$ cat config.mk
export PLATFORM = sky130hd
export DESIGN_NAME = abz_pwm_angle_output
export DESIGN_NICKNAME = d
export VERILOG_FILES = /design/src/abz_pkg.sv /design/src/abz_pwm_gen.sv /design/src/abz_pwm_angle_output.sv
export SDC_FILE = /design/constraint.sdc
export NUM_CORES = 1
export LEC_CHECK = 0
export BUFFER_PORTS_ARGS = -buffer_cell sky130_fd_sc_hd__buf_2
export CAP_MARGIN = 15
export CELL_PAD_IN_SITES_DETAIL_PLACEMENT = 1
export CELL_PAD_IN_SITES_GLOBAL_PLACEMENT = 1
export CORE_UTILIZATION = 29
export CTS_CLUSTER_SIZE = 20
export DETAILED_ROUTE_END_ITERATION = 7
export GPL_TIMING_DRIVEN = 0
export PLACE_DENSITY = 0.62
export SETUP_SLACK_MARGIN = 0.15
export SLEW_MARGIN = 20
export SYNTH_ARGS = -nofsm -noshare
export SYNTH_HDL_FRONTEND = slang
export SYNTH_SLANG_ARGS = --single-unit
export TNS_END_PERCENT = 10
$ cat constraint.sdc
create_clock -name ref_clk -period 28.6 [get_ports ref_clk]
set_input_delay 5.72 -clock ref_clk [delete_from_list [all_inputs] [get_ports ref_clk]]
set_output_delay 5.72 -clock ref_clk [all_outputs]
set_load 0.1 [all_outputs]
$ cat src/abz_pkg.sv
// Constants, register layout and timing for the ABZ and PWM angle output block
// Operation
// - A and B form a quadrature pair, B lagging A by a quarter period.
// - Channel A gives exactly N pulses per turn, N from 1 to 256.
// - The 8-bit pulses-per-turn code is split over registers 0x4 and 0x5.
// - After reset the code selects 256 pulses per channel per turn.
// - The code holds N minus one: 0 gives 4 edges, 255 gives 1024.
// - Index Z asserts once per turn, starting 3 to 6 quarter steps past zero angle; stuck high for N = 1 at full width.
// - A 4-bit index shape field split over registers 0x4 and 0x5 sets Z place and width.
// - Shape 0000: Z rises with B falling and lasts half an A pulse.
// - Hysteresis above angle noise stops spurious ABZ toggling near transitions.
// - ABZ state recomputed just under 16 MHz; edges never closer than one update.
// - PWM duty follows the angle, bounded between 1/130 and 129/130.
// - PWM duty steps with 12-bit angular resolution.
// - On fraction is (1 + 128 * angle fraction) / 130.
package abz_pkg;

  // ****************************************
  // Widths and register map
  // ****************************************
  localparam int          ANG_W          = 12;
  localparam int          POS_W          = 11;
  localparam int          ADDR_W         = 5;
  localparam logic [4:0]  ADDR_CFG_LOW   = 5'h04;
  localparam logic [4:0]  ADDR_CFG_HIGH  = 5'h05;
  localparam logic [7:0]  RST_CFG_LOW    = 8'hc0;
  localparam logic [7:0]  RST_CFG_HIGH   = 8'h3f;

  // Field positions
  localparam int          PPT_LO_MSB     = 7;
  localparam int          PPT_LO_LSB     = 6;
  localparam int          PPT_HI_MSB     = 5;
  localparam int          PPT_HI_LSB     = 0;
  localparam int          ISC_HI_MSB     = 7;
  localparam int          ISC_HI_LSB     = 6;
  localparam int          ISC_LO_MSB     = 5;
  localparam int          ISC_LO_LSB     = 4;

  // ****************************************
  // Timing
  // ****************************************
  localparam int          CLK_PERIOD_PS  = 5000;
  localparam int          UPDATE_PERIOD_PS = 62500;
  localparam int          UPDATE_CYC     = (UPDATE_PERIOD_PS + CLK_PERIOD_PS - 1) / CLK_PERIOD_PS;
  localparam logic [3:0]  UPDATE_LAST    = 4'(UPDATE_CYC - 1);

  // ****************************************
  // Hysteresis and index shape
  // ****************************************
  localparam logic [11:0] HYST_LSB       = 12'h002;
  localparam logic [11:0] HYST_NEG       = 12'(~HYST_LSB + 12'h001);
  localparam logic [10:0] Z_START_BASE   = 11'h003;
  localparam logic [10:0] Z_LEN_HALF     = 11'h002;
  localparam logic [10:0] Z_LEN_QUARTER  = 11'h001;
  localparam logic [10:0] Z_LEN_3Q       = 11'h003;
  localparam logic [10:0] Z_LEN_FULL     = 11'h004;

  // ****************************************
  // PWM: 130 units of 32 clocks each
  // ****************************************
  localparam int          PWM_UNITS      = 130;
  localparam int          PWM_UNIT_CYC   = 32;
  localparam logic [12:0] PWM_PERIOD     = 13'(PWM_UNITS * PWM_UNIT_CYC);
  localparam logic [12:0] PWM_MIN_ON     = 13'(PWM_UNIT_CYC);
  localparam logic [12:0] PWM_MAX_ON     = 13'((PWM_UNITS - 1) * PWM_UNIT_CYC);

endpackage

$ cat src/abz_pwm_gen.sv
// PWM generator whose on-time encodes the 12-bit angle
`timescale 1ns/1ps
module abz_pwm_gen
  import abz_pkg::*;
(
  input  wire logic              ref_clk,
  input  wire logic              rst,
  input  wire logic [ANG_W-1:0]  angle,
  output      logic              pwm_out
);

  logic [12:0] cnt_q;
  logic [12:0] on_q;
  logic        pwm_q;

  // ****************************************
  // Period counter and on-time latch
  // ****************************************
  always_ff @(posedge ref_clk or posedge rst) begin
    if (rst) begin
      cnt_q <= 13'h0000;
    end else if (cnt_q == PWM_PERIOD - 13'h0001) begin
      cnt_q <= 13'h0000;
    end else begin
      cnt_q <= cnt_q + 13'h0001;
    end
  end

  // Latched once per period so the duty never changes mid-pulse
  always_ff @(posedge ref_clk or posedge rst) begin
    if (rst) begin
      on_q <= PWM_MIN_ON;
    end else if (cnt_q == PWM_PERIOD - 13'h0001) begin
      on_q <= PWM_MIN_ON + {1'b0, angle};
    end
  end

  always_ff @(posedge ref_clk or posedge rst) begin
    if (rst) begin
      pwm_q <= 1'b0;
    end else begin
      pwm_q <= (cnt_q < on_q);
    end
  end

  assign pwm_out = pwm_q;

  // ****************************************
  // Checks
  // ****************************************
  logic [12:0] hi_cnt_q;
  always_ff @(posedge ref_clk or posedge rst) begin
    if (rst) begin
      hi_cnt_q <= 13'h0000;
    end else if (pwm_q) begin
      hi_cnt_q <= hi_cnt_q + 13'h0001;
    end else begin
      hi_cnt_q <= 13'h0000;
    end
  end
endmodule

$ cat src/abz_pwm_angle_output.sv
// Angle to ABZ quadrature and PWM output converter with its configuration registers
`timescale 1ns/1ps
module abz_pwm_angle_output
  import abz_pkg::*;
(
  input  wire logic              ref_clk,
  input  wire logic              rst,
  input  wire logic [ANG_W-1:0]  angle,
  input  wire logic              cfg_wr_en,
  input  wire logic [ADDR_W-1:0] cfg_addr,
  input  wire logic [7:0]        cfg_wdata,
  output      logic [7:0]        cfg_rdata,
  output      logic              enc_a,
  output      logic              enc_b,
  output      logic              enc_z,
  output      logic              pwm_out
);

  // ****************************************
  // Configuration registers
  // ****************************************
  logic [7:0] abz_config_low_q;
  logic [7:0] abz_config_high_q;
  logic [7:0] cfg_rdata_q;

  always_ff @(posedge ref_clk or posedge rst) begin
    if (rst) begin
      abz_config_low_q <= RST_CFG_LOW;
    end else if (cfg_wr_en && (cfg_addr == ADDR_CFG_LOW)) begin
      abz_config_low_q <= cfg_wdata;
    end
  end

  always_ff @(posedge ref_clk or posedge rst) begin
    if (rst) begin
      abz_config_high_q <= RST_CFG_HIGH;
    end else if (cfg_wr_en && (cfg_addr == ADDR_CFG_HIGH)) begin
      abz_config_high_q <= cfg_wdata;
    end
  end

  // Unmapped addresses read as zero
  always_ff @(posedge ref_clk or posedge rst) begin
    if (rst) begin
      cfg_rdata_q <= 8'h00;
    end else begin
      case (cfg_addr)
        ADDR_CFG_LOW:  cfg_rdata_q <= abz_config_low_q;
        ADDR_CFG_HIGH: cfg_rdata_q <= abz_config_high_q;
        default:       cfg_rdata_q <= 8'h00;
      endcase
    end
  end

  assign cfg_rdata = cfg_rdata_q;

  // ****************************************
  // Field decode
  // ****************************************
  logic [7:0]  pulses_per_turn_code;
  logic [3:0]  index_shape_code;
  logic [10:0] edges_per_turn;
  logic [10:0] half_turn;

  assign pulses_per_turn_code = {abz_config_high_q[PPT_HI_MSB:PPT_HI_LSB],
                                 abz_config_low_q[PPT_LO_MSB:PPT_LO_LSB]};
  assign index_shape_code     = {abz_config_high_q[ISC_HI_MSB:ISC_HI_LSB],
                                 abz_config_low_q[ISC_LO_MSB:ISC_LO_LSB]};
  // Code is N-1, four edges per pulse
  assign edges_per_turn = {1'b0, pulses_per_turn_code, 2'b00} + 11'h004;
  assign half_turn      = {1'b0, edges_per_turn[10:1]};

  // ****************************************
  // Update tick
  // ****************************************
  logic [3:0] tick_cnt_q;
  logic       tick;
  logic       upd_q;

  always_ff @(posedge ref_clk or posedge rst) begin
    if (rst) begin
      tick_cnt_q <= 4'h0;
    end else if (tick_cnt_q == UPDATE_LAST) begin
      tick_cnt_q <= 4'h0;
    end else begin
      tick_cnt_q <= tick_cnt_q + 4'h1;
    end
  end

  // 62.5 ns rounded up to 13 clocks, so the rate stays just under 16 MHz
  assign tick = (tick_cnt_q == UPDATE_LAST);

  // Outputs refresh one clock after a step, so config writes cannot glitch Z off the grid
  always_ff @(posedge ref_clk or posedge rst) begin
    if (rst) begin
      upd_q <= 1'b0;
    end else begin
      upd_q <= tick;
    end
  end

  // ****************************************
  // Hysteresis on the angle
  // ****************************************
  // Costs a little position accuracy but keeps noise from dithering an edge
  logic [11:0] ang_h_q;
  logic [11:0] ang_diff;
  logic        ang_away;

  assign ang_diff = angle - ang_h_q;
  assign ang_away = (ang_diff > HYST_LSB) && (ang_diff < HYST_NEG);

  always_ff @(posedge ref_clk or posedge rst) begin
    if (rst) begin
      ang_h_q <= 12'h000;
    end else if (ang_away) begin
      ang_h_q <= angle;
    end
  end

  // ****************************************
  // Quadrature position stepping
  // ****************************************
  logic [22:0] ang_prod;
  logic [10:0] target;
  logic [10:0] pos_q;
  logic [10:0] pos_d;
  logic [10:0] step_raw;
  logic [10:0] step_dist;

  assign ang_prod  = {11'h000, ang_h_q} * {12'h000, edges_per_turn};
  assign target    = ang_prod[22:12];
  assign step_raw  = target - pos_q;
  assign step_dist = step_raw[10] ? (step_raw + edges_per_turn) : step_raw;

  always_comb begin
    pos_d = pos_q;
    if (tick) begin
      if (pos_q >= edges_per_turn) begin
        pos_d = target;
      end else if (step_dist == 11'h000) begin
        pos_d = pos_q;
      end else if (step_dist < half_turn) begin
        pos_d = (pos_q == edges_per_turn - 11'h001) ? 11'h000 : pos_q + 11'h001;
      end else begin
        pos_d = (pos_q == 11'h000) ? edges_per_turn - 11'h001 : pos_q - 11'h001;
      end
    end
  end

  // One quarter step per update keeps edges an update apart
  always_ff @(posedge ref_clk or posedge rst) begin
    if (rst) begin
      pos_q <= 11'h000;
    end else begin
      pos_q <= pos_d;
    end
  end

  // ****************************************
  // Index window
  // ****************************************
  logic [10:0] z_start;
  logic [11:0] z_off0;
  logic [11:0] z_off1;
  logic [11:0] z_off2;
  logic [10:0] z_len;
  logic        z_d;

  assign z_start = Z_START_BASE + {9'h000, index_shape_code[1:0]};
  // Two turns added so the offset never goes negative, even for N = 1
  assign z_off0  = {1'b0, pos_q} + {edges_per_turn, 1'b0} - {1'b0, z_start};
  assign z_off1  = (z_off0 >= {1'b0, edges_per_turn}) ? z_off0 - {1'b0, edges_per_turn} : z_off0;
  assign z_off2  = (z_off1 >= {1'b0, edges_per_turn}) ? z_off1 - {1'b0, edges_per_turn} : z_off1;

  always_comb begin
    case (index_shape_code[3:2])
      2'h0:    z_len = Z_LEN_HALF;
      2'h1:    z_len = Z_LEN_QUARTER;
      2'h2:    z_len = Z_LEN_3Q;
      2'h3:    z_len = Z_LEN_FULL;
      default: z_len = Z_LEN_HALF;
    endcase
  end

  assign z_d = (z_off2 < {1'b0, z_len});

  // ****************************************
  // Output registers
  // ****************************************
  logic enc_a_q;
  logic enc_b_q;
  logic enc_z_q;

  always_ff @(posedge ref_clk or posedge rst) begin
    if (rst) begin
      enc_a_q <= 1'b0;
      enc_b_q <= 1'b0;
    end else begin
      enc_a_q <= ~pos_q[1];
      enc_b_q <= pos_q[1] ^ pos_q[0];
    end
  end

  always_ff @(posedge ref_clk or posedge rst) begin
    if (rst) begin
      enc_z_q <= 1'b0;
    end else if (upd_q) begin
      enc_z_q <= z_d;
    end
  end

  assign enc_a = enc_a_q;
  assign enc_b = enc_b_q;
  assign enc_z = enc_z_q;

  abz_pwm_gen u_pwm (
    .ref_clk (ref_clk),
    .rst     (rst),
    .angle   (angle),
    .pwm_out (pwm_out)
  );

  // ****************************************
  // Checks
  // ****************************************
  logic [4:0] edge_gap_q;
  logic       abz_edge;
  logic       enc_a_p_q;
  logic       enc_b_p_q;

  always_ff @(posedge ref_clk or posedge rst) begin
    if (rst) begin
      enc_a_p_q <= 1'b0;
      enc_b_p_q <= 1'b0;
    end else begin
      enc_a_p_q <= enc_a_q;
      enc_b_p_q <= enc_b_q;
    end
  end

  assign abz_edge = (enc_a_q != enc_a_p_q) || (enc_b_q != enc_b_p_q);

  always_ff @(posedge ref_clk or posedge rst) begin
    if (rst) begin
      edge_gap_q <= 5'h1f;
    end else if (abz_edge) begin
      edge_gap_q <= 5'h00;
    end else if (edge_gap_q != 5'h1f) begin
      edge_gap_q <= edge_gap_q + 5'h01;
    end
  end
endmodule

==> metrics.txt, run 1 <==
status=completed; TritonCTS clock tree=done; Reg clk slew, reported paths=approximately 60 ps; Max Cap Viol=0; routed wire length on met2=between 15 and 20 mm; Synth Instances=between 1k and 1.5k; synthesized flop and latch total=just over 80; pin count of the biggest net entering global routing=44; Most used DFF post-synth=dfrtp_1; highest metal used=met4; CTS resizes=0; synthesized area per cell=between 8 and 9 µm²; Worst Setup End Kind=register; Max Clock Skew=10.39 ps; layout cells sized above 1=9.463%; chip height=about 200 µm; Hold Vio Cnt, Final=0; final worst path period share=about 43%; FF/Latch Area=2063 µm²; Max Root-Sink Buffers=2; clk_lat worst skew=between 300 and 400 ps; first-pass GRT wire length=55.04 mm; hpwl dp=27.46 mm; Sink Count=82; CP max FO=12; Initial Utilization=approximately 30%; number of antenna repair diodes=0; R2R depth=38; hold_sp=tick_cnt_q[3]; Min Hold Slack=between 400 and 500 ps; met3 wire len=just over 800 µm; clk root buf=clkbuf_16; DRT antenna net count=0; largest area contributor in the netlist=ha_1; synth warn=0; Max Freq=~80 MHz; Nets=approximately 1.6k; area occupied by multi-input gates=between 8000 and 9000 µm²; Post-Route WL=about 34 mm; routed length on met1=between 15 and 20 mm; most numerous cell in the Yosys netlist=ha_1; final setup vio count=0; via count=9433; core area=approximately 38000 µm²; EDFF count, synth=0; crit path time final=12360 ps; crit start category=register; Synth top cells by count=160 x ha_1, 152 x inv_1, 129 x nor2_1, 113 x nand2_1, 76 x fa_1; CP required=about 29000 ps; drt pass-1 iters=5; I/O pins=40; syn_nets=~1.6k; sequential fraction of the synthesis area=about 18%; Max Slew Vio Count=0; Min-Delay Endpoint=tick_cnt_q[3]; synth top area cells=ha_1 18%, dfrtp_1 16%, fa_1 14%; Synth Cell Area=around 11000 µm²; crit-path most repeated cell=ha_1; wire per inst=roughly 18 µm; slowest stage delay, CP=between 800 and 900 ps; Die ar.=~39000 µm²; hold-critical path depth=1; Critical-path top delay cell=clkinv_1; fillcell total=4491; post-DR vias/cell=between 5 and 6; worst endpoint data arrival time=~13000 ps; Synth top area share=17.92%; Relative slew margins=between 20% and 30%; Remaining DRCs=0; cts bufs inserted=9; initial drt markers=318; final setup TNS=0 ps; reg2reg end=pos_q[3]; Synth async-reset ratio=100.0%; reg2reg setup slack=approximately 16000 ps; I/O Buffers=38; Total Routing Usage GR=between 15 and 20%; Hold WC Path Type=reg -> reg; RD Place Congestion=about 0.88; number of global-route vias before repair=around 10k; Setup Fix Bufs, Post-CTS=0; Critical R2R Launch=abz_config_low_q[6]; Design Area, Final=12340 µm²; RSZ-0062 raised after global routing=no; Post-CTS Hold Fix Bufs=0; dpl cell area=12060 µm²; FP Rows=71; critical path start-end classification=reg -> reg; initial antenna violation count=0; gr ovfl total=0; Util after Layout=about a third; CTS HTree Levels=3; Die W=198.3 µm; layout overhead on the synthesized area=10.47%; worst-margin pin slew=between 1000 and 1500 ps; distinct cell type count after synthesis=between 70 and 80
## through the flow
step,std cells,setup WS (ps)
after global placement,1835,15450
after detailed placement,1837,15970
final,1853,16240
after floorplan,1286,18710
after global routing,1853,15490
after CTS,1853,15900
## layer usage
metal	vias up	global-route usage (%)
met1	4753	23.01
met5	-	0
met3	49	2.589
li1	4509	-
met2	122	31.51
met4	0	5.828
## worst max-delay path by stage
stage                                     from        to  slack (ps)  depth (start not counted)
after CTS                 abz_config_high_q[3]  pos_q[3]       15900                         38
after detailed placement  abz_config_high_q[3]  pos_q[3]       15970                         38
final                      abz_config_low_q[6]  pos_q[3]       16240                         38
after global routing       abz_config_low_q[6]  pos_q[7]       15490                         38
after floorplan            abz_config_low_q[6]  pos_q[7]       18710                         39
after global placement     abz_config_low_q[6]  pos_q[3]       15450                         37
## kinds of logic after synthesis
kind of cell / synth area share [%]
XOR/XNOR: 8.189
adder cells (fa/ha/maj): 31.54
AO/OA/AOI/OAI: 13.51
AND/OR/NAND/NOR: 16.90
multiplexers: 4.817
flip-flops: 18.47
buffers and inverters: 6.564
## worst max-delay path, delay by kind of cell, from the launching register on
| family | cells | cell delay [ps] |
|---|---|---|
| compound gates | 16 | 3580 |
| xor+xnor | 4 | 1820 |
| fa+ha+maj | 9 | 3640 |
| buf+inv | 2 | 1270 |
| flops | 1 | 660 |
| simple gates | 7 | 1190 |
## state kept, by name, summed over array words and instances (netlist names)
register / count
abz_config_high_q: 8
abz_config_low_q: 8
ang_h_q: 12
cfg_rdata: 8
enc_a: 1
enc_b: 1
enc_z: 1
pos_q: 11
tick_cnt_q: 4
u_pwm.cnt_q: 13
u_pwm.on_q: 13
u_pwm.pwm_out: 1
upd_q: 1
## final cells by class
cell class / instances / area share (%)
multi-input cells: 1013 / 68.08
plain buffers: 32 / 1.105
flip-flops and latches: 82 / 16.72
clock inverters: 4 / 0.2332
clock buffers: 12 / 1.998
repair buffers: 40 / 1.825
inverters: 159 / 4.857
well taps: 511 / 5.182
## layout by cell type, fill, tap and decap left out, types with 19 or more instances in the layout
master,synthesis,routed
mux2_2,34,34
nor2_1,129,129
xor2_1,31,30
a21o_1,23,23
nand3_1,28,28
xnor2_1,69,67
clkbuf_1,26,28
a21oi_1,64,64
fa_1,76,76
buf_2,4,42
nand2_1,113,113
dfrtp_1,73,73
ha_1,160,160
nor3_1,20,19
o21ai_0,52,52
inv_1,152,151
Power of run 1 is not shown: default switching activity piles up to over one toggle a cycle in this logic, so the estimate is an artifact.
==> run 2: changes to the inputs <==
Clock period 28.6 ns to 12.22 ns, I/O delays scaled along.
==> metrics.txt, run 2 (synthesis gave the netlist of run 1 again) <==
Design Area, Final=12390 µm² (was 12340 µm²); Hold WC Path Type=reg -> reg (unchanged); final worst path period share=92.06% (was 43.22%); Regs by FF count=u_pwm.cnt_q x13, u_pwm.on_q x13, ang_h_q x12 (unchanged); Sink Count=82 (unchanged); CP max FO=11 (was 12); DP Cell Count=1837 (unchanged); Critical-path top delay cell=dfstp_2 (was clkinv_1); Post-CTS Hold Fix Bufs=0 (unchanged); worst endpoint data arrival time=11480 ps (was 12580 ps); RD Place Congestion=0.8763 (unchanged); Die ar.=39310 µm² (unchanged); pin count of the biggest net entering global routing=44 (unchanged); Post-Route WL=33.75 mm (about the same); dpl ws=-408.0 ps (was 15970 ps); layout cells sized above 1=9.985% (was 9.463%); status=completed (unchanged); TritonCTS clock tree=done (unchanged); Max Root-Sink Buffers=2 (unchanged); Relative slew margins=29.29% (was 28.63%); CTS HTree Levels=3 (unchanged); number of global-route vias before repair=10.21k (was 10.22k); RSZ-0062 raised after global routing=no (unchanged); commonest non-fill, non-tap cell in the layout=ha_1 (unchanged); most frequent cells in the layout=160 x ha_1, 151 x inv_1, 129 x nor2_1 (unchanged); post-DR vias/cell=5.099 (was 5.091); Final WS setup=970.0 ps (was 16240 ps); Total Routing Usage GR=18.17% (was 18.16%); I/O Buffers=38 (unchanged); Max Cap Viol=0 (unchanged); Remaining DRCs=0 (unchanged); reg2reg setup slack=970 ps (was 16240 ps); initial drt markers=323 (was 318); cts bufs inserted=9 (unchanged); FP Rows=71 (unchanged); chip height=198.3 µm (unchanged); critical path start-end classification=reg -> reg (unchanged); wire per inst=18.22 µm (was 18.21 µm); crit path time final=11250 ps (was 12360 ps); core area=37760 µm² (unchanged); Max Freq=88.89 MHz (was 80.91 MHz); gr ovfl total=0 (unchanged); Nets=1601 (unchanged); initial antenna violation count=0 (unchanged); final cell count without fillers=1853 (unchanged); Die W=198.3 µm (unchanged); first-pass GRT wire length=55.05 mm (was 55.04 mm); Initial Utilization=29.58% (unchanged); Hold Vio Cnt, Final=0 (unchanged); crit start category=register (unchanged); slowest stage delay, CP=670 ps (was 810 ps); crit-path most repeated cell=ha_1 (unchanged); Reg clk slew, reported paths=70 ps (was 60 ps); DRT antenna net count=0 (unchanged); worst-margin pin slew=1061 ps (was 1070 ps); via count=9448 (was 9433); final setup TNS=0 ps (unchanged); clk root buf=clkbuf_16 (unchanged); CP required=12450 ps (was 28820 ps); dpl cell area=12060 µm² (unchanged); Setup Fix Bufs, Post-CTS=0 (unchanged); hpwl dp=27.46 mm (unchanged); number of antenna repair diodes=0 (unchanged); clk_lat worst skew=360 ps (about the same); Worst Setup End Kind=register (unchanged); I/O pins=40 (unchanged); layout overhead on the synthesized area=10.96% (was 10.47%); Max Slew Vio Count=0 (unchanged); final setup vio count=0 (unchanged); Max Clock Skew=10.76 ps (was 10.39 ps); drt pass-1 iters=4 (was 5)
[run 2: path summary, 6_finish.rpt]
kind | startpoint | end | cells after the start
min | tick_cnt_q[3] | tick_cnt_q[3] | 1
max reg2reg | abz_config_low_q[6] | pos_q[3] | 39
min in group asynchronous | rst | u_pwm.cnt_q[6] | 2
max | abz_config_low_q[6] | pos_q[3] | 39
min reg2reg | tick_cnt_q[3] | tick_cnt_q[3] | 1
max in group asynchronous | rst | abz_config_high_q[5] | 3
[run 2: per-layer routing]
| metal | global-route usage [%] | vias up | wire, µm | share of wire, % |
|---|---|---|---|---|
| met3 | 2.589 | 46 | 1131 | 3.4 |
| met1 | 23.04 | 4738 | 15210 | 45 |
| met2 | 31.51 | 147 | 16490 | 49 |
| met5 | 0 | - | 0 | 0 |
| met4 | 5.828 | 0 | 914 | 2.7 |
| li1 | - | 4517 | - | - |
[run 2: what timing repair did]
action | CTS | global route
setup endpoints to repair | 11 | 11
pin swaps | 0 | 1
gates resized for setup | 4 | 12
cloned | 0 | 0
[run 2: metrics by stage]
stage	hold slack, ps	util, %
finish	464.8	32.83
global route	489.2	32.83
CTS	472.2	32.69
detailed placement	459.3	31.93
global placement	454.2	31.78
floorplan	427.7	-
[run 2: cell type report]
| cell class | instances | area (µm²) |
|---|---|---|
| sequential | 82 | 2063 |
| multi-input combinational | 1013 | 8442 |
| clock buffer | 12 | 246.5 |
| buffer | 32 | 138.9 |
| timing repair buffer | 40 | 225.2 |
| tap | 511 | 639.4 |
| inverter | 159 | 609.3 |
| fill | 4490 | 25360 |
| clock inverter | 4 | 28.78 |
[run 2: critical path, delay by kind of cell (launching register included)]
family | cells | cell delay, ps
buffers and inverters | 4 | 1200
and+or+nand+nor | 7 | 1230
xor gates and xnor gates | 3 | 780
AOI/OAI and AO/OA | 16 | 3580
adders and majority gates | 9 | 3620
DFF | 1 | 670
Power of run 2 is left out for the same reason.
